### src/core/adsp_pkg.sv
// constants of the converter serial port and configuration decoder
// assumes a single 50 MHz clock and a synchronous active-high reset
package adsp_pkg;

  // ****************************************************************
  // clock and link timing
  // ****************************************************************
  localparam int CLK_NS       = 20;   // system clock period
  localparam int SCK_HALF_NS  = 80;   // half period of generated clock
  localparam int SCK_HALF_CYC = (SCK_HALF_NS + CLK_NS - 1) / CLK_NS;

  // ****************************************************************
  // frame layout
  // ****************************************************************
  localparam int FRAME_BITS  = 32;
  localparam int DONE_POS    = 31;
  localparam int DUMMY_POS   = 30;
  localparam int SIGN_POS    = 29;
  localparam int RES_MSB_POS = 28;
  localparam int IN_BITS     = 13;    // command, channel and speed bits
  localparam int FIFO_DEPTH  = 16;
  localparam int FIFO_WIDTH  = 32;    // {over, under, value[29:0]}

  // ****************************************************************
  // command prefixes and input stream fields
  // ****************************************************************
  localparam logic [2:0] CMD_UPDATE = 3'h5;  // 101
  localparam int CMD_MSB  = 12;
  localparam int SGL_POS  = 9;
  localparam int ODD_POS  = 8;
  localparam int ADDR_MSB = 7;
  localparam int RAT_MSB  = 4;
  localparam int DBL_POS  = 0;

  // ****************************************************************
  // reset configuration and ratio codes
  // ****************************************************************
  localparam logic       RST_SGL   = 1'b0;
  localparam logic       RST_ODD   = 1'b0;
  localparam logic [2:0] RST_ADDR  = 3'h0;
  localparam logic [3:0] RST_RATIO = 4'h3;   // ratio 256
  localparam logic       RST_DBL   = 1'b0;
  localparam logic [3:0] RAT_FIRST = 4'h1;
  localparam logic [3:0] RAT_LAST  = 4'h9;
  localparam logic [3:0] RAT_TOP   = 4'hF;
  localparam logic [15:0] OSR_TOP  = 16'h8000;
  localparam int          OSR_SHIFT = 5;    // code 1 gives 64
  localparam logic        EIGHT_CH_VARIANT = 1'b0;

  // ****************************************************************
  // port states
  // ****************************************************************
  typedef enum logic [1:0] {
    ST_CONV  = 2'b00,
    ST_SLEEP = 2'b01,
    ST_DOUT  = 2'b10
  } adsp_state_t;

endpackage

### src/core/adsp_core.sv
// serial host port, output framing and configuration decoder
// assumes the modulator/filter pushes one result per start pulse,
// and that the bench resolves the sck and sdo wires from the enables
//
// Function
// overrange clamps code to plus full scale+1
// underrange clamps code to minus full scale-1
// next output bit follows falling serial clock
// strap low: clock input; high: device drives
// chip select high: data output released
// select low outside output: show busy flag
// sleep until rising clock with select low
// select rising in output aborts, starts conversion
// result shifted out most significant bit first
// power-up: channels 0/1, ratio 256, single
// each conversion end enters sleep state
// prefix 101 updates; 000/100 keep settings
// host sends only prefixes 101, 100, 000
// five channel bits then five speed bits
// ratio bits zero keep previous speed
// first address bit picks single-ended input
// differential pairs 2k and 2k+1, polarity
// single-ended: channel 2*addr+polarity against common
// eight-channel variant keeps top address zero
// ratio codes 1-9 give 64..16384, 15:32768
// double-rate bit selects doubled output rate
// host shifts input only during output
// frame: done, dummy, sign, result, sub bits
// sign and msb equal flag out of range
// 32nd falling edge starts a conversion
// fewer than 13 bits: settings unchanged
// ratio codes 10-14 keep previous speed
`timescale 1ns/1ps

// ******************************************************************
// result fifo
// ******************************************************************
module adsp_fifo #(
  parameter int WIDTH = 32,
  parameter int DEPTH = 16
) (
  // clock and reset
  input  wire logic             clk_i,
  input  wire logic             reset_i,
  // fill side
  input  wire logic             in_valid_i,
  output logic                  in_ready_o,
  input  wire logic [WIDTH-1:0] in_data_i,
  // drain side
  output logic                  out_valid_o,
  input  wire logic             out_ready_i,
  output logic      [WIDTH-1:0] out_data_o
);
  localparam int AW = $clog2(DEPTH);
  logic [WIDTH-1:0] mem_ff [DEPTH];
  logic [AW-1:0]    wr_ff, rd_ff, nxt_wr, nxt_rd;
  logic [AW:0]      cnt_ff, nxt_cnt;
  logic             push, pop;

  // full and empty come straight from the count
  assign in_ready_o  = (cnt_ff != (AW+1)'(DEPTH));
  assign out_valid_o = (cnt_ff != '0);
  assign out_data_o  = mem_ff[rd_ff];
  assign push        = in_valid_i & in_ready_o;
  assign pop         = out_valid_o & out_ready_i;

  // pointer and count updates
  always_comb begin
    nxt_wr  = push ? AW'(wr_ff + 1'b1) : wr_ff;
    nxt_rd  = pop ? AW'(rd_ff + 1'b1) : rd_ff;
    nxt_cnt = AW'(0) + cnt_ff + (AW+1)'(push) - (AW+1)'(pop);
  end

  // storage has no reset; only the pointers and the count need one
  always_ff @(posedge clk_i) begin
    if (reset_i) begin
      wr_ff  <= '0;
      rd_ff  <= '0;
      cnt_ff <= '0;
    end else begin
      wr_ff  <= nxt_wr;
      rd_ff  <= nxt_rd;
      cnt_ff <= nxt_cnt;
    end
    if (push) begin
      mem_ff[wr_ff] <= in_data_i;
    end
  end
endmodule

// ******************************************************************
// serial port and configuration decoder
// ******************************************************************
module adsp_core (
  // clock and reset
  input  wire logic        clk_i,
  input  wire logic        reset_i,
  // serial link pins
  input  wire logic        clock_source_strap_i,
  input  wire logic        sck_in_i,
  output logic             sck_out_o,
  output logic             sck_oe_o,
  input  wire logic        cs_n_i,
  input  wire logic        sdi_i,
  output logic             sdo_o,
  output logic             sdo_oe_o,
  output logic             busy_o,
  // conversion engine
  output logic             conv_start_o,
  input  wire logic        conv_valid_i,
  output logic             conv_ready_o,
  input  wire logic [29:0] conv_value_i,
  input  wire logic        conv_over_i,
  input  wire logic        conv_under_i,
  // configuration for the running conversion
  output logic [3:0]       pos_chan_o,
  output logic [3:0]       neg_chan_o,
  output logic             neg_common_o,
  output logic [15:0]      oversampling_ratio_o,
  output logic             double_rate_select_o
);

  // ****************************************************************
  // helpers
  // ****************************************************************
  // ratio code to oversampling ratio
  function automatic logic [15:0] ratio_of(input logic [3:0] code);
    logic [15:0] r;
    r = 16'h0000;
    // ratio code table
    if (code == adsp_pkg::RAT_TOP) begin
      r = adsp_pkg::OSR_TOP;
    end else if (code >= adsp_pkg::RAT_FIRST &&
                 code <= adsp_pkg::RAT_LAST) begin
      r = 16'h0001 << (code + 4'(adsp_pkg::OSR_SHIFT));
    end
    return r;
  endfunction

  // ratio code that changes the speed setting
  function automatic logic ratio_valid(input logic [3:0] code);
    // zero and unlisted codes keep
    return ratio_of(code) != 16'h0000;
  endfunction

  // result word to output frame
  function automatic logic [31:0] fmt_frame(input logic [31:0] w);
    logic [31:0] f;
    f = 32'h0000_0000;
    // done and dummy low, sign inverted
    f[adsp_pkg::SIGN_POS:0] = {~w[29], w[28:0]};
    if (w[31]) begin
      // plus full scale+1
      f[adsp_pkg::SIGN_POS:0] = 30'h3000_0000;
    end else if (w[30]) begin
      // minus full scale-1
      f[adsp_pkg::SIGN_POS:0] = 30'h0FFF_FFFF;
    end
    return f;
  endfunction

  // ****************************************************************
  // pin synchronisers
  // ****************************************************************
  logic [1:0] sck_s_ff, cs_s_ff, sdi_s_ff, strap_s_ff;
  logic       sck_d_ff, cs_d_ff;
  logic       sck_lvl;  // level of whichever clock is followed

  // every pin passes two flops before use
  always_ff @(posedge clk_i) begin
    if (reset_i) begin
      sck_s_ff   <= 2'h0;
      cs_s_ff    <= 2'h3;
      sdi_s_ff   <= 2'h0;
      strap_s_ff <= 2'h0;
      sck_d_ff   <= 1'b0;
      cs_d_ff    <= 1'b1;
    end else begin
      sck_s_ff   <= {sck_s_ff[0], sck_in_i};
      cs_s_ff    <= {cs_s_ff[0], cs_n_i};
      sdi_s_ff   <= {sdi_s_ff[0], sdi_i};
      strap_s_ff <= {strap_s_ff[0], clock_source_strap_i};
      sck_d_ff   <= sck_lvl;
      cs_d_ff    <= cs_s_ff[1];
    end
  end

  // ****************************************************************
  // port state machine
  // ****************************************************************
  adsp_pkg::adsp_state_t state_ff, nxt_state;
  logic [31:0] sh_ff, nxt_sh;
  logic [12:0] in_ff, nxt_in;
  logic [5:0]  fall_ff, nxt_fall;
  logic [3:0]  rise_ff, nxt_rise;
  logic [2:0]  div_ff, nxt_div;
  logic        isck_ff, nxt_isck;
  logic        sdo_ff, nxt_sdo;
  logic        start_ff, nxt_start;
  logic        sgl_ff, nxt_sgl, odd_ff, nxt_odd, dbl_ff, nxt_dbl;
  logic [2:0]  addr_ff, nxt_addr;
  logic [3:0]  rat_ff, nxt_rat;
  logic        rise, fall, cs_low, cs_rise, ext_clk;
  logic        pop_ready, pop_valid, restart, apply;
  logic [31:0] pop_data;

  // strap selects which clock is followed
  assign ext_clk   = ~strap_s_ff[1];
  assign sck_lvl   = ext_clk ? sck_s_ff[1] : isck_ff;
  assign rise      = sck_lvl & ~sck_d_ff;
  assign fall      = ~sck_lvl & sck_d_ff;
  assign cs_low    = ~cs_s_ff[1];
  assign cs_rise   = cs_s_ff[1] & ~cs_d_ff;
  assign pop_ready = (state_ff == adsp_pkg::ST_CONV) & ~start_ff;

  // next state of the port, frame shifter and settings
  always_comb begin
    nxt_state = state_ff;
    nxt_sh    = sh_ff;
    nxt_in    = in_ff;
    nxt_fall  = fall_ff;
    nxt_rise  = rise_ff;
    nxt_div   = div_ff;
    nxt_isck  = isck_ff;
    nxt_start = 1'b0;
    nxt_sgl   = sgl_ff;
    nxt_odd   = odd_ff;
    nxt_addr  = addr_ff;
    nxt_rat   = rat_ff;
    nxt_dbl   = dbl_ff;
    restart   = 1'b0;
    case (state_ff)
      adsp_pkg::ST_CONV: begin
        // result arrives: hold it and sleep
        if (pop_valid & pop_ready) begin
          nxt_sh    = fmt_frame(pop_data);
          nxt_state = adsp_pkg::ST_SLEEP;
        end
      end
      adsp_pkg::ST_SLEEP: begin
        // first rising edge with select low
        if (rise & cs_low) begin
          nxt_state = adsp_pkg::ST_DOUT;
          nxt_in    = {in_ff[11:0], sdi_s_ff[1]};
          nxt_rise  = 4'h1;
          nxt_fall  = 6'h00;
        end
      end
      adsp_pkg::ST_DOUT: begin
        if (cs_rise) begin
          // abort and start over
          restart = 1'b1;
        end else begin
          // input sampled on rising edges here and on the waking edge in sleep
          if (rise && rise_ff != 4'(adsp_pkg::IN_BITS)) begin
            nxt_in   = {in_ff[11:0], sdi_s_ff[1]};
            nxt_rise = rise_ff + 4'h1;
          end
          if (fall) begin
            // next bit after each falling edge
            nxt_sh   = {sh_ff[30:0], 1'b0};
            nxt_fall = fall_ff + 6'h01;
            // 32nd falling edge ends the frame
            if (fall_ff == 6'(adsp_pkg::FRAME_BITS - 1)) begin
              restart = 1'b1;
            end
          end
        end
      end
      default: begin
        nxt_state = adsp_pkg::ST_CONV;
      end
    endcase
    // only a full 101 word is applied
    apply = restart && rise_ff == 4'(adsp_pkg::IN_BITS) &&
            in_ff[adsp_pkg::CMD_MSB -: 3] == adsp_pkg::CMD_UPDATE;
    if (restart) begin
      nxt_state = adsp_pkg::ST_CONV;
      nxt_start = 1'b1;
      nxt_rise  = 4'h0;
      nxt_isck  = 1'b0;
      nxt_div   = 3'h0;
    end
    if (apply) begin
      // channel word
      nxt_sgl  = in_ff[adsp_pkg::SGL_POS];
      nxt_odd  = in_ff[adsp_pkg::ODD_POS];
      nxt_addr = in_ff[adsp_pkg::ADDR_MSB -: 3];
      // speed kept on zero or unlisted codes
      if (ratio_valid(in_ff[adsp_pkg::RAT_MSB -: 4])) begin
        nxt_rat = in_ff[adsp_pkg::RAT_MSB -: 4];
        nxt_dbl = in_ff[adsp_pkg::DBL_POS];
      end
    end
    // internal clock runs only for an open frame
    if (~ext_clk && cs_low && !restart &&
        (state_ff == adsp_pkg::ST_SLEEP ||
         state_ff == adsp_pkg::ST_DOUT)) begin
      if (div_ff == 3'(adsp_pkg::SCK_HALF_CYC - 1)) begin
        nxt_div  = 3'h0;
        nxt_isck = ~isck_ff;
      end else begin
        nxt_div = div_ff + 3'h1;
      end
    end
    // busy flag outside the output state
    case (nxt_state)
      adsp_pkg::ST_CONV:  nxt_sdo = 1'b1;
      adsp_pkg::ST_SLEEP: nxt_sdo = 1'b0;
      default:            nxt_sdo = nxt_sh[adsp_pkg::DONE_POS];
    endcase
  end

  // power-up starts a default conversion
  always_ff @(posedge clk_i) begin
    if (reset_i) begin
      state_ff <= adsp_pkg::ST_CONV;
      sh_ff    <= 32'h0000_0000;
      in_ff    <= 13'h0000;
      fall_ff  <= 6'h00;
      rise_ff  <= 4'h0;
      div_ff   <= 3'h0;
      isck_ff  <= 1'b0;
      sdo_ff   <= 1'b1;
      start_ff <= 1'b1;
      sgl_ff   <= adsp_pkg::RST_SGL;
      odd_ff   <= adsp_pkg::RST_ODD;
      addr_ff  <= adsp_pkg::RST_ADDR;
      rat_ff   <= adsp_pkg::RST_RATIO;
      dbl_ff   <= adsp_pkg::RST_DBL;
    end else begin
      state_ff <= nxt_state;
      sh_ff    <= nxt_sh;
      in_ff    <= nxt_in;
      fall_ff  <= nxt_fall;
      rise_ff  <= nxt_rise;
      div_ff   <= nxt_div;
      isck_ff  <= nxt_isck;
      sdo_ff   <= nxt_sdo;
      start_ff <= nxt_start;
      sgl_ff   <= nxt_sgl;
      odd_ff   <= nxt_odd;
      addr_ff  <= nxt_addr;
      rat_ff   <= nxt_rat;
      dbl_ff   <= nxt_dbl;
    end
  end

  // ****************************************************************
  // result buffer
  // ****************************************************************
  // engine stalls when sixteen results wait unread
  adsp_fifo #(
    .WIDTH (adsp_pkg::FIFO_WIDTH),
    .DEPTH (adsp_pkg::FIFO_DEPTH)
  ) u_fifo (
    .clk_i       (clk_i),
    .reset_i     (reset_i),
    .in_valid_i  (conv_valid_i),
    .in_ready_o  (conv_ready_o),
    .in_data_i   ({conv_over_i, conv_under_i, conv_value_i}),
    .out_valid_o (pop_valid),
    .out_ready_i (pop_ready),
    .out_data_o  (pop_data)
  );

  // ****************************************************************
  // outputs
  // ****************************************************************
  // data pin released while select is high
  assign sdo_o     = sdo_ff;
  assign sdo_oe_o  = cs_low;
  assign sck_out_o = isck_ff;
  assign sck_oe_o  = ~ext_clk;
  assign busy_o    = (state_ff == adsp_pkg::ST_CONV);
  assign conv_start_o = start_ff;

  // multiplexer decode
  always_comb begin
    logic [2:0] a;
    a = addr_ff;
    if (adsp_pkg::EIGHT_CH_VARIANT) begin
      a[2] = 1'b0;
    end
    pos_chan_o   = {a, odd_ff};
    neg_chan_o   = {a, ~odd_ff};
    neg_common_o = sgl_ff;
  end
  assign oversampling_ratio_o = ratio_of(rat_ff);
  // speed mode passed to the engine
  assign double_rate_select_o = dbl_ff;
endmodule

### config.mk
export PLATFORM = sky130hd
export DESIGN_NAME = adsp_core
export DESIGN_NICKNAME = d
export VERILOG_FILES = /design/src/core/adsp_pkg.sv /design/src/core/adsp_core.sv
export SDC_FILE = /design/constraint.sdc
export NUM_CORES = 1
export LEC_CHECK = 0
export ABC_CLOCK_PERIOD_IN_PS = 6200
export BUFFER_PORTS_ARGS = -buffer_cell sky130_fd_sc_hd__buf_4
export CAP_MARGIN = 20
export CORE_MARGIN = 3
export CORE_UTILIZATION = 40
export CTS_CLUSTER_DIAMETER = 100
export CTS_CLUSTER_SIZE = 10
export DETAILED_ROUTE_END_ITERATION = 10
export MAX_ROUTING_LAYER = met4
export PLACE_DENSITY_LB_ADDON = 0.25
export SYNTH_ARGS = -nofsm -noshare
export SYNTH_HDL_FRONTEND = slang
export SYNTH_SLANG_ARGS = --single-unit
### constraint.sdc
create_clock -name clk_i -period 6.2 [get_ports clk_i]
set_input_delay 0.62 -clock clk_i [delete_from_list [all_inputs] [get_ports clk_i]]
set_output_delay 0.62 -clock clk_i [all_outputs]
set_load 0.01 [all_outputs]
# Word-level counts from Yosys, hierarchy flattened
# Memories as Yosys holds them, arrays and structs flattened. A register that Yosys moved wholly into a read port is not among the register bits.
# Cells that the tools add are included.
# totals
ram_bits,512
regBits,96
n_memories,1
wordCells,137
inputBits,39
# classes
n_shift,2
n_lt_le_gt_ge,4
n_eq_ne,16
n_mux,44
reduce_logical,22
addsub,9
bitwise,15
# memory_table
name,words,width,rd,rd_ports_with_merged_regs,wr,line_no,text
u_fifo.mem_ff,16,32,1,1,1,adsp_core.sv:55,logic [WIDTH-1:0] mem_ff [DEPTH];
# ops
cell,n
32-bit 2-to-1 mux,3
16-bit 2-to-1 mux,5
32-bit case mux with 2 select lines,1
30-bit 2-to-1 mux,2
13-bit 2-to-1 mux,3
1-bit by 4-bit << shifter with 16-bit output (first input constant),2
13-bit case mux with 2 select lines,1
4-bit 2-to-1 mux,5
6-bit 2-to-1 mux,3
16-bit nonzero test,1
4-bit by 1-bit adder with 4-bit output (second input constant),3
4-bit equality test (second input constant),3
6-bit case mux with 2 select lines,1
4-bit AND reduction,3
1-bit 2-to-1 mux,11
3-bit 2-to-1 mux,3
4-bit by 3-bit adder with 4-bit output (second input constant),2
4-bit by 1-bit greater-or-equal comparator with 1-bit output (second input constant),2
4-bit less-or-equal comparator (second input constant),2
1-bit logical AND,8
2-bit inequality test (second input constant),4
1-bit NOT,8
4-bit case mux with 2 select lines,1
1-bit AND,7
other kinds (22),28

# Depth between registers and ports, before layout
# depth
word_depth,11
ltp_mapped,16

# By module
# Synthesis repeated with hierarchy kept, for this count alone.
# hier_totals
hier_cells,1330
hier_area_um2,23851.6
# by_module_without_submodules
mod,n_inst,cells_each,area_per_inst_um2
adsp_fifo,1,893,20017.9
adsp_core,1,437,3833.7

# Worst setup path after synthesis
# No wires, ideal clock.
# synth_path
kind,flip-flop to flip-flop
start,register u_fifo.cnt_ff[2]
end,"memory u_fifo.mem_ff[2][0], enable pin"
arrival_time_ps,3977
required_ps,5699
period_less_slack_ps,4479
setup_slack_ps,1721
path_stages_with_launch,6
path_buffers,0
cell_sequence,dfxtp_1 > inv_1 > ha_1 > nand4bb_1 > nand2_1 > nor4_1
# synth_between
elab_chain_cells,4
# synth_lines
element,line_no,text
from (decl),adsp_core.sv:57,"logic [AW:0] cnt_ff, nxt_cnt;"
from (signal assigned),adsp_core.sv:83,cnt_ff <= nxt_cnt;
5-bit inequality test,adsp_core.sv:61,assign in_ready_o = (cnt_ff != (AW+1)'(DEPTH));
named net conv_ready_o,adsp_core.sv:111,"output logic conv_ready_o,"
1-bit AND,adsp_core.sv:64,assign push = in_valid_i & in_ready_o;
1-bit 2-to-1 mux,adsp_core.sv:85,if (push) begin
1-bit 2-to-1 mux (implied by the code),adsp_core.sv:86,mem_ff[wr_ff] <= in_data_i;
to (decl),adsp_core.sv:55,
# The timed path passes the listed nets, and every way through them passes these cells.

==> impl_metrics.env <==
export IMPL_hold_ws_ps=214
export IMPL_final_hold_viol_count=0
export IMPL_p_int_mw=7.74
export IMPL_clockBufferDepth=3
export IMPL_fin_nets=1587
export IMPL_setup_viol=0
export IMPL_start_util_pct=40.8
export IMPL_final_cell_mix="edfxtp_1 (512), mux4_2 (100), dfxtp_1 (96), buf_4 (96), a21oi_1 (91)"
export IMPL_io_pins=72
export IMPL_seq_power_share_pct=45.4
export IMPL_routedWlPerCell_um=24.0
export IMPL_max_stage_delay_ps=820
export IMPL_dieArea_sq_um=63600
export IMPL_synthToLayoutAreaGrowth_pct=14.5
export IMPL_synth_seq_cells=612
export IMPL_holdPathEnd="cs_s_ff[0]"
export IMPL_io_buffer_count=65
export IMPL_drc=0
export IMPL_relSlewSlack_pct=25.6
export IMPL_regArea_sq_um=17400
export IMPL_dp_slack_ps=2490
export IMPL_cts_made_buffers=71
export IMPL_maxSlewViolCount=0
export IMPL_status="finished clean"
export IMPL_critPathKind="flop to flop"
export IMPL_grt_pass1_vias=13600
export IMPL_crit_chain="buf_4 -> nand2b_1 -> buf_4 -> o221ai_1 -> a21oi_1 -> o31ai_1 -> a21oi_1"
export IMPL_place_congestion=0.756
export IMPL_fmax_ghz=0.270
export IMPL_cts_htree_levels=3
export IMPL_p_per_area_nw_per_um2=378
export IMPL_worstPathBufferInverterCount=2
export IMPL_combPwrFrac_pct=18.1
export IMPL_synthFlopType="edfxtp_1"
export IMPL_clk_latency_ps=600
export IMPL_grt_max_degree=59
export IMPL_hold_depth=2
export IMPL_rows=89
export IMPL_grt_overflow=0
export IMPL_pwr_share_clk_pct=36.5
export IMPL_critPathMaxFanout=57
export IMPL_final_setup_tns_ps=0
export IMPL_async_reset_ff_share_pct=0
export IMPL_fp_dieH_um=252
export IMPL_fin_util_pct=46.7
export IMPL_grt_total_usage_pct=18.7
export IMPL_cellLeakagePower_nw=9.18
export IMPL_via_per_inst=5.53
export IMPL_cts_root_buf="clkbuf_16"
export IMPL_antenna_left=0
export IMPL_worst_pin_slew_ps=1120
export IMPL_cts_sinks=612
export IMPL_cts_setup_buffers=0
export IMPL_ys_seq_area_share_pct=71.7
export IMPL_fin_crit_ps=3700
export IMPL_syn_inst=1440
export IMPL_switching_share_pct=26.3
export IMPL_dp_hpwl_mm=27.9
export IMPL_netlist_area_sq_um=24200
export IMPL_required_ps=6670
export IMPL_synth_cell_type_count=62
export IMPL_drv_cap=0
export IMPL_die_width_um=252
export IMPL_cts_resized=0
export IMPL_cp_slowest_cell="buf_4"
export IMPL_yosysWarnings=0
export IMPL_multi_input_area_sq_um=6320
export IMPL_ff2ff_setup_slack_ps=2500
export IMPL_r2r_end="sh_ff[8]"
export IMPL_ir_drop_mv=0.236
export IMPL_drtIter0Drc=1155
export IMPL_placed_cell_area_sq_um=25600
export IMPL_cts_hold_buf=0
export IMPL_antenna_found_initial=3
export IMPL_via_count=13000
export IMPL_worstPathArrival_ps=4170
export IMPL_finalClockSkew_ps=19.2
export IMPL_rr_worst_depth=7
export IMPL_cts_tree="yes"
export IMPL_path_clk_slew_ps=50
export IMPL_end_kind="flop"
export IMPL_fillerInstances=5161
export IMPL_path_delay_family="buffers and inverters"
export IMPL_rsz0062_at_grt="false"
export IMPL_final_common_cell="edfxtp_1"
export IMPL_cp_start_kind="flop"
export IMPL_synth_edf_count=512
export IMPL_power_switching_mw=2.76
export IMPL_syn_area_per_cell_sq_um=16.8
export IMPL_design_area_sq_um=27800
export IMPL_worst_slack_ps=2500
export IMPL_drt_wl_total_mm=56.5
export IMPL_worstHoldStart="cs_n_i"
export IMPL_fin_crit_sh_pct=59.7
export IMPL_hp_class="input pin to flop"
export IMPL_grt_pass1_wl_mm=85.6
export IMPL_dr_pass1_iters=5
export IMPL_drive_gt1_share_pct=23.3
export IMPL_core_area_sq_um=59500
==> cell type report <==
type / count / area share, %
Tap cell: 773 / 3.49
Clock buffer: 120 / 7.30
Timing Repair Buffer: 97 / 2.70
Inverter: 54 / 0.730
Clock inverter: 5 / 0.329
Multi-Input combinational cell: 691 / 22.8
Sequential cell: 612 / 62.7
Antenna cell: 3 / 0.0271
==> worst max path at each step <==
stage	from	to	slack (ps)	depth (start not counted)
detailed placement	flop	sh_ff[7]	2490	7
global route	flop	sh_ff[10]	2250	7
CTS	flop	sh_ff[7]	2460	7
finish	flop	sh_ff[8]	2500	7
global placement	flop	sh_ff[10]	2510	7
floorplan	u_fifo.cnt_ff[2]	u_fifo.mem_ff[2][0]	1720	5
==> metrics by stage <==
| stage | std cells | power [mW] |
|---|---|---|
| after global routing | 2355 | 11.0 |
| after floorplan | 1445 | 6.24 |
| after global placement | 2226 | 6.73 |
| final | 2355 | 10.5 |
| after detailed placement | 2226 | 6.75 |
| after CTS | 2351 | 10.6 |
==> Yosys cell counts (12+ instances only) <==
cell type	instances	area [sq um]
a21oi_1	91	455
and2_1	12	75.1
buf_2	25	125
buf_4	12	90.1
clkbuf_1	37	139
dfxtp_1	100	2000
edfxtp_1	512	15400
ha_1	20	250
inv_1	50	188
mux2_2	55	619
mux2i_1	30	300
mux4_2	100	2250
nand2_1	54	203
nand2b_1	34	213
nor2_1	63	236
nor2b_1	12	75.1
o21ai_0	59	295
o221ai_1	27	236
o31ai_1	27	203
xor2_1	12	105
==> power groups by stage <==
stage / clock [mW] / sequential, mW / combinational [mW]
after floorplan: 0 / 4.80 / 1.44
after global placement: 0 / 4.85 / 1.89
after detailed placement: 0 / 4.85 / 1.90
after CTS: 3.92 / 4.77 / 1.91
after global routing: 4.09 / 4.79 / 2.08
final: 3.83 / 4.77 / 1.90
==> per-layer routing <==
layer / routed length, um / global-route usage (%)
met1: 24100 / 24.2
met2: 27700 / 30.1
met3: 3450 / 3.68
met4: 1270 / 5.34
met5: 0 / -
==> cell families after synthesis <==
family / after synthesis / share of synthesized area (%)
AOI/OAI and AO/OA: 236 / 6.14
xor gates and xnor gates: 15 / 0.542
adders and majority gates: 21 / 1.11
buffers and inverters: 142 / 2.67
DFF: 612 / 71.7
muxes: 187 / 13.2
other: 1 / 0.0155
and+or+nand+nor: 226 / 4.64
==> state kept, by name (all words and copies together) (netlist names), 4 cells and up, named ones only <==
register,flops
u_fifo.wr_ff,4
rise_ff,4
u_fifo.rd_ff,4
u_fifo.cnt_ff,5
rat_ff,4
fall_ff,6
u_fifo.mem_ff,512
in_ff,13
sh_ff,32
Power figures use the tool's default switching activity.
